$ cat config.mk
export PLATFORM = sky130hd
export DESIGN_NAME = iicl_line_ctrl
export DESIGN_NICKNAME = d
export VERILOG_FILES = /design/src/include/iicl_pkg.sv /design/src/design/iicl_line_ctrl.sv
export SDC_FILE = /design/constraint.sdc
export NUM_CORES = 1
export LEC_CHECK = 0
export ABC_CLOCK_PERIOD_IN_PS = 5200
export BUFFER_PORTS_ARGS = -buffer_cell sky130_fd_sc_hd__buf_2
export CAP_MARGIN = 40
export CORE_MARGIN = 3
export CORE_UTILIZATION = 40
export DETAILED_ROUTE_END_ITERATION = 8
export GPL_TIMING_DRIVEN = 0
export PLACE_DENSITY = 0.68
export SLEW_MARGIN = 5
export SYNTH_ARGS = -nofsm -noshare
export SYNTH_HDL_FRONTEND = slang
export SYNTH_SLANG_ARGS = --single-unit
$ cat constraint.sdc
create_clock -name CLK_SYS -period 5.2 [get_ports CLK_SYS]
set_clock_uncertainty 0.2 [all_clocks]
set_input_delay 1.56 -clock CLK_SYS [delete_from_list [all_inputs] [get_ports CLK_SYS]]
set_output_delay 1.56 -clock CLK_SYS [all_outputs]
set_load 0.01 [all_outputs]
$ cat src/include/iicl_pkg.sv
// Constants, register map and helpers for the two-wire line and mode control block.
// Assumes a 40 MHz system clock and an APB master with 12-bit byte addresses.
package iicl_pkg;
	// System clock period and the half period of one transfer clock.
	localparam int unsigned CLK_SYS_NS   = 25;
	localparam int unsigned HALF_BIT_NS  = 2500;
	localparam int unsigned HALF_BIT_CYC = (HALF_BIT_NS + CLK_SYS_NS - 1) / CLK_SYS_NS;
	// Register indices; the byte address is four times the index.
	localparam logic [9:0] IDX_LINE_CONTROL  = 10'h0B9;
	localparam logic [9:0] IDX_TRANSFER_MODE = 10'h0BA;
	localparam logic [9:0] IDX_CORE_CONTROL  = 10'h0C0;
	localparam logic [9:0] IDX_CORE_DATA     = 10'h0C1;
	// Reset values.
	localparam logic [7:0] LC_RESET = 8'h7D;
	localparam logic [7:0] TM_RESET = 8'h18;
	// Line control fields.
	localparam int LC_BUSY  = 7;
	localparam int LC_SCP   = 6;
	localparam int LC_DATA_OUT_CONTROL  = 5;
	localparam int LC_DATA_OUT_WRITE_PROTECT = 4;
	localparam int LC_CLOCK_LINE_MONITOR  = 3;
	// Transfer mode fields.
	localparam int TM_MLS   = 7;
	localparam int TM_WAIT  = 6;
	localparam int TM_RSV   = 5;
	localparam int TM_COUNTER_WRITE_PROTECT  = 3;
	// Core control fields.
	localparam int CC_MASTER = 0;
	localparam int CC_CSYNC  = 1;
	localparam int CC_ACK    = 6;
	localparam int CC_ACTIVE = 7;
	// Wait insertion lasts two transfer clocks, that is four half periods.
	localparam logic [1:0] WAIT_LAST_HALF = 2'h3;
	localparam logic [2:0] BC_ZERO        = 3'h0;

	typedef enum logic [2:0] {
		ST_IDLE,
		ST_START,
		ST_STOP,
		ST_BIT_LO,
		ST_BIT_HI,
		ST_WAIT
	} iicl_state_type;

	// Number of bits that a counter code stands for.
	function automatic logic [3:0] iicl_bc_len(input logic [2:0] code, input logic csync);
		if (csync) begin
			iicl_bc_len = (code == BC_ZERO) ? 4'h8 : {1'b0, code};
		end else begin
			iicl_bc_len = (code == BC_ZERO) ? 4'h9 : 4'({1'b0, code} + 4'h1);
		end
	endfunction : iicl_bc_len

	// Counter code that shows a number of remaining bits.
	function automatic logic [2:0] iicl_bc_code(input logic [3:0] rem, input logic csync);
		if (csync) begin
			iicl_bc_code = (rem == 4'h8) ? BC_ZERO : rem[2:0];
		end else begin
			iicl_bc_code = (rem == 4'h9) ? BC_ZERO : 3'(rem[2:0] - 3'h1);
		end
	endfunction : iicl_bc_code
endpackage : iicl_pkg

$ cat src/design/iicl_line_ctrl.sv
// Line monitor, start and stop generation, bit counter and shifter of a two-wire interface.
// Assumes an APB master on CLK_SYS and open-drain pins resolved outside with pull-ups.
//
// Chosen here: the APB slave port.
`timescale 1ns/10ps
`default_nettype none
module iicl_line_ctrl
	import iicl_pkg::*;
#(
	parameter int HALF_CYC = HALF_BIT_CYC
) (
	// Clock and reset.
	input  wire logic        CLK_SYS,
	input  wire logic        RST_B,
	// APB slave.
	input  wire logic        PSEL,
	input  wire logic        PENABLE,
	input  wire logic        PWRITE,
	input  wire logic [11:0] PADDR,
	input  wire logic [31:0] PWDATA,
	output var  logic [31:0] PRDATA,
	output var  logic        PREADY,
	output var  logic        PSLVERR,
	// Clock line.
	input  wire logic        SCL_I,
	output var  logic        SCL_O,
	output var  logic        SCL_OE,
	// Data line.
	input  wire logic        SDA_I,
	output var  logic        SDA_O,
	output var  logic        SDA_OE
);
	if (HALF_CYC < 2 || HALF_CYC > 65535) begin : g_chk
		$error("HALF_CYC out of range");
	end

	// Pin synchronisers; the edge detectors compare the second stage with the third.
	logic scl_s1_ff, scl_s2_ff, scl_d3_ff;
	logic sda_s1_ff, sda_s2_ff, sda_d3_ff;

	always_ff @(posedge CLK_SYS or negedge RST_B) begin
		if (!RST_B) begin
			scl_s1_ff <= 1'b1;
			scl_s2_ff <= 1'b1;
			scl_d3_ff <= 1'b1;
			sda_s1_ff <= 1'b1;
			sda_s2_ff <= 1'b1;
			sda_d3_ff <= 1'b1;
		end else begin
			scl_s1_ff <= SCL_I;
			scl_s2_ff <= scl_s1_ff;
			scl_d3_ff <= scl_s2_ff;
			sda_s1_ff <= SDA_I;
			sda_s2_ff <= sda_s1_ff;
			sda_d3_ff <= sda_s2_ff;
		end
	end

	logic start_det, stop_det, scl_rise;
	assign start_det = scl_s2_ff && scl_d3_ff && sda_d3_ff && !sda_s2_ff;
	assign stop_det  = scl_s2_ff && scl_d3_ff && !sda_d3_ff && sda_s2_ff;
	assign scl_rise  = scl_s2_ff && !scl_d3_ff;

	// Register and engine state.
	iicl_state_type st_ff, nxt_st;
	logic [15:0]    tick_ff, nxt_tick;
	logic [1:0]     ph_ff, nxt_ph;
	logic [3:0]     rem_ff, nxt_rem;
	logic [7:0]     sh_ff, nxt_sh;
	logic [2:0]     bc_ff, nxt_bc;
	logic           mls_ff, nxt_mls;
	logic           wait_ff, nxt_wait;
	logic           rsv_ff, nxt_rsv;
	logic           master_ff, nxt_master;
	logic           csync_ff, nxt_csync;
	logic           ack_ff, nxt_ack;
	logic           busy_ff, nxt_busy;
	logic           scl_low_ff, nxt_scl_low;
	logic           sda_low_ff, nxt_sda_low;
	logic [31:0]    prdata_ff, nxt_prdata;
	logic           err_ff, nxt_err;

	logic        hit, wr, half_done, ack_phase, out_bit, idle;
	logic [9:0]  widx;
	logic [7:0]  rd_mux;
	logic [3:0]  cur;
	logic [2:0]  bc_rd;

	assign widx      = PADDR[11:2];
	assign hit       = (widx == IDX_LINE_CONTROL) || (widx == IDX_TRANSFER_MODE)
	                   || (widx == IDX_CORE_CONTROL) || (widx == IDX_CORE_DATA);
	assign wr        = PSEL && PENABLE && PWRITE && hit;
	assign idle      = (st_ff == ST_IDLE);
	assign half_done = (tick_ff == 16'(HALF_CYC - 1));
	assign ack_phase = !csync_ff && (rem_ff == 4'h1);
	assign out_bit   = mls_ff ? sh_ff[0] : sh_ff[7];
	assign bc_rd     = (rem_ff != 4'h0) ? iicl_bc_code(rem_ff, csync_ff) : bc_ff;

	// Read view of the registers.
	always_comb begin
		rd_mux = 8'h00;
		case (widx)
			IDX_LINE_CONTROL: begin
				rd_mux = {busy_ff && !csync_ff, 1'b1, !sda_low_ff, 1'b1,
				          scl_s2_ff, 1'b1, 1'b0, 1'b1};
			end
			IDX_TRANSFER_MODE: begin
				rd_mux = {mls_ff, wait_ff, rsv_ff, 1'b1, 1'b1, bc_rd};
			end
			IDX_CORE_CONTROL: begin
				rd_mux = {!idle, ack_ff, 4'h0, csync_ff, master_ff};
			end
			IDX_CORE_DATA: begin
				rd_mux = sh_ff;
			end
			default: begin
				rd_mux = 8'h00;
			end
		endcase
	end

	always_comb begin
		nxt_st      = st_ff;
		nxt_tick    = tick_ff;
		nxt_ph      = ph_ff;
		nxt_rem     = rem_ff;
		nxt_sh      = sh_ff;
		nxt_bc      = bc_ff;
		nxt_mls     = mls_ff;
		nxt_wait    = wait_ff;
		nxt_rsv     = rsv_ff;
		nxt_master  = master_ff;
		nxt_csync   = csync_ff;
		nxt_ack     = ack_ff;
		nxt_busy    = busy_ff;
		nxt_scl_low = scl_low_ff;
		nxt_sda_low = sda_low_ff;
		nxt_prdata  = prdata_ff;
		nxt_err     = err_ff;
		cur         = (rem_ff == 4'h0) ? iicl_bc_len(bc_ff, csync_ff) : rem_ff;
		// Read data is captured in the setup cycle so that no wait state is needed.
		if (PSEL && !PENABLE) begin
			nxt_prdata = {24'h000000, rd_mux};
			nxt_err    = !hit;
		end
		// Register writes.
		if (wr && widx == IDX_TRANSFER_MODE) begin
			nxt_mls  = PWDATA[TM_MLS];
			nxt_wait = PWDATA[TM_WAIT];
			nxt_rsv  = PWDATA[TM_RSV];
			if (!PWDATA[TM_COUNTER_WRITE_PROTECT]) begin
				nxt_bc = PWDATA[2:0];
			end
		end
		if (wr && widx == IDX_CORE_CONTROL) begin
			nxt_master = PWDATA[CC_MASTER];
			nxt_csync  = PWDATA[CC_CSYNC];
		end
		if (wr && widx == IDX_LINE_CONTROL && idle) begin
			if (!PWDATA[LC_DATA_OUT_WRITE_PROTECT]) begin
				nxt_sda_low = !PWDATA[LC_DATA_OUT_CONTROL];
			end
			// A repeated start is the same command issued while the bus is held.
			if (!PWDATA[LC_SCP] && master_ff && !csync_ff) begin
				nxt_st   = PWDATA[LC_BUSY] ? ST_START : ST_STOP;
				nxt_tick = 16'h0000;
				nxt_ph   = 2'h0;
			end
		end
		if (wr && widx == IDX_CORE_DATA && idle && master_ff && (csync_ff || busy_ff)) begin
			nxt_sh   = PWDATA[7:0];
			nxt_rem  = iicl_bc_len(bc_ff, csync_ff);
			nxt_st   = ST_BIT_LO;
			nxt_tick = 16'h0000;
		end
		// Bus state follows the lines in every mode.
		if (start_det) begin
			nxt_busy = 1'b1;
		end else if (stop_det) begin
			nxt_busy = 1'b0;
		end
		// Slave side counts the clock edges that another master makes.
		if (!master_ff && scl_rise && (csync_ff || busy_ff)) begin
			nxt_rem = 4'(cur - 4'h1);
			if (!(!csync_ff && cur == 4'h1)) begin
				nxt_sh = mls_ff ? {sda_s2_ff, sh_ff[7:1]} : {sh_ff[6:0], sda_s2_ff};
			end
			if (cur == 4'h1) begin
				nxt_bc = BC_ZERO;
			end
		end
		// Master engine, one step per half period of the transfer clock.
		case (st_ff)
			ST_IDLE: begin
				nxt_tick = 16'h0000;
			end
			ST_START: begin
				nxt_tick = half_done ? 16'h0000 : 16'(tick_ff + 16'h0001);
				case (ph_ff)
					2'h0: begin
						nxt_sda_low = 1'b0;
						nxt_scl_low = 1'b0;
					end
					2'h1: begin
						nxt_sda_low = 1'b1;
					end
					default: begin
						nxt_scl_low = 1'b1;
					end
				endcase
				if (half_done) begin
					nxt_ph = 2'(ph_ff + 2'h1);
					if (ph_ff == 2'h2) begin
						nxt_st = ST_IDLE;
					end
				end
			end
			ST_STOP: begin
				nxt_tick = half_done ? 16'h0000 : 16'(tick_ff + 16'h0001);
				case (ph_ff)
					2'h0: begin
						nxt_scl_low = 1'b1;
						nxt_sda_low = 1'b1;
					end
					2'h1: begin
						nxt_scl_low = 1'b0;
					end
					default: begin
						nxt_sda_low = 1'b0;
					end
				endcase
				if (half_done) begin
					nxt_ph = 2'(ph_ff + 2'h1);
					if (ph_ff == 2'h2) begin
						nxt_st = ST_IDLE;
					end
				end
			end
			ST_BIT_LO: begin
				nxt_scl_low = 1'b1;
				nxt_sda_low = ack_phase ? 1'b0 : !out_bit;
				nxt_tick    = half_done ? 16'h0000 : 16'(tick_ff + 16'h0001);
				if (half_done) begin
					nxt_st = ST_BIT_HI;
				end
			end
			ST_BIT_HI: begin
				nxt_scl_low = 1'b0;
				// The half period only runs while the line is seen high, so a slave may stretch.
				if (scl_s2_ff) begin
					nxt_tick = half_done ? 16'h0000 : 16'(tick_ff + 16'h0001);
				end
				if (scl_s2_ff && half_done) begin
					nxt_rem = 4'(rem_ff - 4'h1);
					if (ack_phase) begin
						nxt_ack = sda_s2_ff;
					end else begin
						nxt_sh = mls_ff ? {sda_s2_ff, sh_ff[7:1]} : {sh_ff[6:0], sda_s2_ff};
					end
					if (rem_ff == 4'h1) begin
						nxt_st      = ST_IDLE;
						nxt_bc      = BC_ZERO;
						nxt_scl_low = !csync_ff;
						nxt_sda_low = 1'b0;
					end else if (!csync_ff && wait_ff && rem_ff == 4'h2) begin
						nxt_st      = ST_WAIT;
						nxt_scl_low = 1'b1;
						nxt_ph      = 2'h0;
					end else begin
						nxt_st = ST_BIT_LO;
					end
				end
			end
			ST_WAIT: begin
				nxt_scl_low = 1'b1;
				nxt_tick    = half_done ? 16'h0000 : 16'(tick_ff + 16'h0001);
				if (half_done) begin
					nxt_ph = 2'(ph_ff + 2'h1);
					if (ph_ff == WAIT_LAST_HALF) begin
						nxt_st = ST_BIT_LO;
					end
				end
			end
			default: begin
				nxt_st = ST_IDLE;
			end
		endcase
		// Start detection clears the counter last so that it wins over a write.
		if (start_det) begin
			nxt_bc = BC_ZERO;
			if (!master_ff) begin
				nxt_rem = 4'h0;
			end
		end
	end

	always_ff @(posedge CLK_SYS or negedge RST_B) begin
		if (!RST_B) begin
			st_ff      <= ST_IDLE;
			tick_ff    <= 16'h0000;
			ph_ff      <= 2'h0;
			rem_ff     <= 4'h0;
			sh_ff      <= 8'h00;
			bc_ff      <= TM_RESET[2:0];
			mls_ff     <= TM_RESET[TM_MLS];
			wait_ff    <= TM_RESET[TM_WAIT];
			rsv_ff     <= TM_RESET[TM_RSV];
			master_ff  <= 1'b0;
			csync_ff   <= 1'b0;
			ack_ff     <= 1'b0;
			busy_ff    <= LC_RESET[LC_BUSY];
			scl_low_ff <= 1'b0;
			sda_low_ff <= !LC_RESET[LC_DATA_OUT_CONTROL];
			prdata_ff  <= 32'h00000000;
			err_ff     <= 1'b0;
		end else begin
			st_ff      <= nxt_st;
			tick_ff    <= nxt_tick;
			ph_ff      <= nxt_ph;
			rem_ff     <= nxt_rem;
			sh_ff      <= nxt_sh;
			bc_ff      <= nxt_bc;
			mls_ff     <= nxt_mls;
			wait_ff    <= nxt_wait;
			rsv_ff     <= nxt_rsv;
			master_ff  <= nxt_master;
			csync_ff   <= nxt_csync;
			ack_ff     <= nxt_ack;
			busy_ff    <= nxt_busy;
			scl_low_ff <= nxt_scl_low;
			sda_low_ff <= nxt_sda_low;
			prdata_ff  <= nxt_prdata;
			err_ff     <= nxt_err;
		end
	end

	assign PRDATA  = prdata_ff;
	assign PREADY  = 1'b1;
	assign PSLVERR = PSEL && PENABLE && err_ff;
	assign SCL_O   = 1'b0;
	assign SCL_OE  = scl_low_ff;
	assign SDA_O   = 1'b0;
	assign SDA_OE  = sda_low_ff;
endmodule : iicl_line_ctrl
`default_nettype wire

==> results of run 1 <==
## worst max-delay path: cells and delay by family
kind	cells	cell delay, ns
buf+inv	2	0.24
simple gates	1	0.15
## worst paths after layout
| path | startpoint | end | slack (ns) | cells after the start |
|---|---|---|---|---|
| max in group asynchronous | RST_B | rem_ff[2] | 3.22 | 1 |
| worst max-delay path | PSEL | PSLVERR | 1.49 | 3 |
| min in group asynchronous | RST_B | tick_ff[13] | 1.07 | 1 |
| worst min register to register | scl_s1_ff | scl_s2_ff | 0.16 | 0 |
| worst max register to register | rem_ff[0] | sh_ff[7] | 1.82 | 9 |
| worst min-delay path | scl_s1_ff | scl_s2_ff | 0.16 | 0 |
## stage by stage
stage          instance area [sq um]  worst slack [ns]  util (%)  hold WS (ns)  power [W]
5_1_grt                         4710              1.46      47.9         0.162    0.00142
6_report                        4710              1.49      47.9         0.157    0.00136
3_5_place_dp                    4490              1.49      45.7         0.147   0.000878
4_1_cts                         4710              1.49      47.9         0.158    0.00135
2_1_floorplan                   4150              1.70         -         0.145   0.000780
3_3_place_gp                    4490              1.49      45.7         0.146   0.000870
## cell families after synthesis
kind of cell	synth area share, %
fa+ha+maj	3.95
mux	9.39
flops	37.2
compound gates	19.7
xor+xnor	0.649
other cells	0.185
buf+inv	8.77
simple gates	20.1
## registers in the layout (all words and copies together) (netlist names), 2 cells and up
| signal | count |
|---|---|
| tick_ff | 16 |
| ph_ff | 2 |
| st_ff | 3 |
| PRDATA | 8 |
| sh_ff | 8 |
| bc_ff | 3 |
| rem_ff | 4 |
## placed cells by master, fill, tap and decap left out, types with 15 or more instances in the layout
master,n
nand3_1,20
a21oi_1,19
nor2_1,39
o21ai_0,32
nand2_1,36
buf_2,42
buf_4,28
mux2i_1,29
inv_1,15
conb_1,27
dfrtp_1,54
## final cells by class
cell class / count / area (sq um) / area share [%]
clock inverters: 5 / 75.1 / 1.60
plain buffers: 47 / 295 / 6.27
well taps: 133 / 166 / 3.54
repair buffers: 35 / 178 / 3.78
inverters: 16 / 60.1 / 1.28
multi-input cells: 353 / 2280 / 48.5
flip-flops and latches: 60 / 1510 / 32.1
clock buffers: 11 / 141 / 3.00
## per-layer routing
| metal | global-route usage (%) | wire (um) |
|---|---|---|
| met2 | 28.3 | 4520 |
| met5 | 0 | 0 |
| met3 | 3.07 | 670 |
| met1 | 26.6 | 4680 |
| met4 | 7.95 | 261 |
## power by group
part,internal (W),switching (W)
Combinational,0.000138,0.000214
Clock,0.000280,0.000194
Sequential,0.000497,0.0000322
Total,0.000916,0.000440
==> results.sh, run 1 <==
export IMPL_synth_largest_area_cell="dfrtp_1"
export IMPL_fp_dieW_um=107
export IMPL_cts_hold_buf=0
export IMPL_max_slew_worst_pin_slew_ns=0.764
export IMPL_clock_root_buffer="clkbuf_8"
export IMPL_clock_sinks=60
export IMPL_wl_mm=10.1
export IMPL_cts_buffers=9
export IMPL_dp_cells=644
export IMPL_n_fill_cell=964
export IMPL_finalHoldViolCount=0
export IMPL_drv_slew=0
export IMPL_synth_top_area_share_pct=33.4
export IMPL_fin_crit_ns=3.71
export IMPL_synthCells=451
export IMPL_routabilityCongestion=0.980
export IMPL_initial_core_util_pct=41.3
export IMPL_post_cts_buffers=0
export IMPL_ys_top_cells_by_count="dfrtp_1 (54), nor2_1 (39), nand2_1 (36), o21ai_0 (32), mux2i_1 (29)"
export IMPL_max_freq_mhz=269
export IMPL_routed_via_density=5.51
export IMPL_setup_tns_ns=0
export IMPL_drtIter0Drc=449
export IMPL_drive_above_1_share_pct=22.0
export IMPL_ys_seq_elements=60
export IMPL_synth_yosys_warnings=0
export IMPL_overflow=0
export IMPL_ys_seq_area_share_pct=37.2
export IMPL_async_reset_ff_share_pct=100
export IMPL_grt_first_pass_wirelength_mm=17.2
export IMPL_maxCapViolations=0
export IMPL_max_stage_delay_ns=0.15
export IMPL_dieArea_sq_um=11400
export IMPL_crit_top_cell="buf_2"
export IMPL_htreeDepth=3
export IMPL_cts_resized=0
export IMPL_io_pins=89
export IMPL_worstPathArrival_ns=1.95
export IMPL_slew_headroom_pct=49.1
export IMPL_clk_latency_ns=0.36
export IMPL_final_cells=660
export IMPL_grt_pass1_vias=3405
export IMPL_fin_crit_sh_pct=71.4
export IMPL_yosysMostFrequentCell="dfrtp_1"
export IMPL_required_ns=3.44
export IMPL_synthFlopType="dfrtp_1"
export IMPL_leakage_nw=2.18
export IMPL_powerDensity_nw_per_um2=288
export IMPL_rsz0062_at_grt="no"
export IMPL_rows=36
export IMPL_outcome="complete, no violations"
export IMPL_die_height_um=107
export IMPL_cp_max_fo=4
export IMPL_peakVddDrop_mv=0.137
export IMPL_antenna_found_initial=0
export IMPL_drc_errors=0
export IMPL_worstSetupStartpointType="input pin"
export IMPL_antenna_left=0
export IMPL_synth_area_sq_um=4050
export IMPL_port_buffers=35
export IMPL_gr_usage_all_layers_pct=18.7
export IMPL_hold_path_class="flip-flop to flip-flop"
export IMPL_clkTransAtPathRegs_ns=0.07
export IMPL_grt_max_degree=61
export IMPL_finalSetupViolCount=0
export IMPL_synth_cell_types=69
export IMPL_core_sq_um=9820
export IMPL_area_growth_pct=16.2
export IMPL_path_class="input pin to output pin"
export IMPL_end_kind="output pin"
export IMPL_clockBufferDepth=2
export IMPL_synth_edf_count=0
export IMPL_nets=585
export IMPL_path_cells="buf_2 > and3_1 > buf_2"
export IMPL_wl_per_cell_um=15.3
export IMPL_netlist_top_cells_area="dfrtp_1 (33%), mux2i_1 (7.2%), buf_4 (5.0%)"
export IMPL_antenna_cells=0
export IMPL_dr_pass1_iters=5
export IMPL_vias=3637
export IMPL_cts_tree="built"
export IMPL_dp_hpwl_mm=7.42
export IMPL_avgSynthCellArea_sq_um=8.98
export IMPL_critPathSlowestCell="and3_1"
No activity file was read; power rests on OpenSTA's default activity.
==> run 2: changes to the inputs <==
--- a/config.mk
+++ b/config.mk
@@ -5,14 +5,14 @@
 export SDC_FILE = /design/constraint.sdc
 export NUM_CORES = 1
 export LEC_CHECK = 0
-export ABC_CLOCK_PERIOD_IN_PS = 5200
+export ABC_CLOCK_PERIOD_IN_PS = 3380
 export BUFFER_PORTS_ARGS = -buffer_cell sky130_fd_sc_hd__buf_2
 export CAP_MARGIN = 40
 export CORE_MARGIN = 3
 export CORE_UTILIZATION = 40
 export DETAILED_ROUTE_END_ITERATION = 8
 export GPL_TIMING_DRIVEN = 0
-export PLACE_DENSITY = 0.68
+export PLACE_DENSITY = 0.7
 export SLEW_MARGIN = 5
 export SYNTH_ARGS = -nofsm -noshare
 export SYNTH_HDL_FRONTEND = slang
==> constraint.sdc (replaced) <==
create_clock -name CLK_SYS -period 3.38 [get_ports CLK_SYS]
set_clock_uncertainty 0.2 [all_clocks]
set_input_delay 1.014 -clock CLK_SYS [delete_from_list [all_inputs] [get_ports CLK_SYS]]
set_output_delay 1.014 -clock CLK_SYS [all_outputs]
set_load 0.01 [all_outputs]
==> results.sh, run 2 (synthesis results as in run 1) <==
export IMPL_port_buffers=35
export IMPL_final_common_cell="dfrtp_1"
export IMPL_max_freq_mhz=318
export IMPL_clkTransAtPathRegs_ns=0.07
export IMPL_path_buf_inv=2
export IMPL_peakVddDrop_mv=0.184
export IMPL_grt_max_degree=61
export IMPL_routed_via_density=5.58
export IMPL_cts_hold_buf=0
export IMPL_drc_errors=0
export IMPL_grt_first_pass_wirelength_mm=17.2
export IMPL_slew_headroom_pct=49.4
export IMPL_vias=3684
export IMPL_rsz0062_at_grt="no"
export IMPL_clk_latency_ns=0.34
export IMPL_r2r_slack_ns=0.23
export IMPL_wl_mm=10.3
export IMPL_htreeDepth=3
export IMPL_dr_pass1_iters=6
export IMPL_hp_start="scl_s1_ff"
export IMPL_routabilityCongestion=0.983
export IMPL_antenna_found_initial=0
export IMPL_whs_path_depth=0
export IMPL_finalSetupViolCount=0
export IMPL_die_height_um=107
export IMPL_use_met1_pct=25.3
export IMPL_rr_worst_depth=10
export IMPL_drv_slew=0
export IMPL_top_register="tick_ff"
export IMPL_wl_per_cell_um=15.6
export IMPL_overflow=0
export IMPL_path_cells="inv_1 > ha_1 > or3b_1 > o21ai_1 > inv_1 > ha_1 > a31o_2 > a211oi_2 > a211oi_1 > nor4_2"
export IMPL_n_fill_cell=934
export IMPL_hold_path_end="scl_s2_ff"
export IMPL_dp_hpwl_mm=7.50
export IMPL_nets=585
export IMPL_fin_crit_sh_pct=93.1
export IMPL_required_ns=3.43
export IMPL_leakage_nw=2.18
export IMPL_powerDensity_nw_per_um2=432
export IMPL_outcome="complete, no violations"
export IMPL_antenna_left=0
export IMPL_max_slew_worst_pin_slew_ns=0.759
export IMPL_gr_usage_all_layers_pct=18.5
export IMPL_fin_crit_ns=3.15
export IMPL_critPathSlowestCell="or3b_1"
export IMPL_rr_startpoint="rem_ff[0]"
export IMPL_gr_usage_met3_pct=3.55
export IMPL_fp_dieW_um=107
export IMPL_finalHoldViolCount=0
export IMPL_cts_buffers=9
export IMPL_drive_above_1_share_pct=22.4
export IMPL_pre_cts_ws_ns=0.0298
export IMPL_io_pins=89
export IMPL_gr_usage_met2_pct=29.3
export IMPL_path_class="flip-flop to flip-flop"
export IMPL_final_cell_mix="dfrtp_1 (54), buf_2 (42), nor2_1 (39)"
export IMPL_worst_slack_ns=0.232
export IMPL_worstPathArrival_ns=3.20
export IMPL_r2r_end="rem_ff[2]"
export IMPL_startpoint="rem_ff[0]"
export IMPL_core_sq_um=9820
export IMPL_area_growth_pct=16.3
export IMPL_clock_root_buffer="clkbuf_8"
export IMPL_rows=36
export IMPL_grt_busiest_layer="met2"
export IMPL_cp_max_fo=11
export IMPL_setup_tns_ns=0
export IMPL_whs_ns=0.157
export IMPL_largest_register_ffs=16
export IMPL_end_kind="flip-flop"
export IMPL_grt_pass1_vias=3499
export IMPL_antenna_cells=0
export IMPL_maxCapViolations=0
export IMPL_initial_core_util_pct=41.3
export IMPL_clockBufferDepth=2
export IMPL_hold_path_class="flip-flop to flip-flop"
export IMPL_cts_tree="built"
export IMPL_drtIter0Drc=522
export IMPL_clock_sinks=60
export IMPL_max_stage_delay_ns=0.55
export IMPL_cpLargestDelayFamily="simple AND/OR/NAND/NOR gates"
export IMPL_worstSetupStartpointType="flip-flop"
export IMPL_dieArea_sq_um=11400
==> run 2: layer usage <==
layer	vias to the layer above	wire length (um)
li1	1744	-
met1	1745	4560
met2	176	4740
met3	19	769
met4	0	213
met5	-	0
==> run 2: through the flow <==
step / cell area (sq um) / instances / total power [W] / util (%)
after floorplan: 4150 / 476 / 0.00120 / -
after global placement: 4490 / 644 / 0.00133 / 45.7
after detailed placement: 4490 / 644 / 0.00135 / 45.7
after CTS: 4720 / 661 / 0.00204 / 48.0
after global routing: 4710 / 660 / 0.00215 / 48.0
final: 4710 / 660 / 0.00204 / 48.0
==> run 2: worst reg2reg max path: stages (launching register included) <==
cell and delay, ns:
dfrtp_1 0.48, inv_1 0.16, ha_1 0.29, or3b_1 0.56
o21ai_1 0.25, inv_1 0.06, ha_1 0.22, a31o_2 0.23
a211oi_2 0.24, a211oi_1 0.09, nor4_2 0.28
==> run 2: area by class of cell <==
class / count / area [sq um] / share of cell area (%)
Multi-Input combinational cell: 353 / 2280 / 48.4
Tap cell: 133 / 166 / 3.53
Timing Repair Buffer: 36 / 198 / 4.19
Sequential cell: 60 / 1510 / 32.0
Clock buffer: 10 / 138 / 2.92
Clock inverter: 6 / 70.1 / 1.49
Buffer: 46 / 292 / 6.19
Inverter: 16 / 60.1 / 1.27
==> run 2: report_power, final <==
part	internal [W]	leakage [nW]	switching, W
clock network	0.000365	0.0955	0.000314
logic	0.000214	1.36	0.000332
registers	0.000764	0.724	0.0000473
total	0.00134	2.18	0.000693
==> run 2: what timing repair did <==
item                                    in CTS  in global routing
endpoints found under the setup margin       3                  8
gates resized for setup                      0                  1
setup buffers                                1                  0
==> run 2: worst max-delay path by stage <==
stage	to	slack (ns)	cells past startpoint
2_1_floorplan	rem_ff[2]	0.55	11
3_3_place_gp	sh_ff[5]	0.20	9
3_5_place_dp	sh_ff[7]	0.03	9
4_1_cts	rem_ff[2]	0.09	11
5_1_grt	rem_ff[2]	0.03	10
6_report	rem_ff[2]	0.23	10
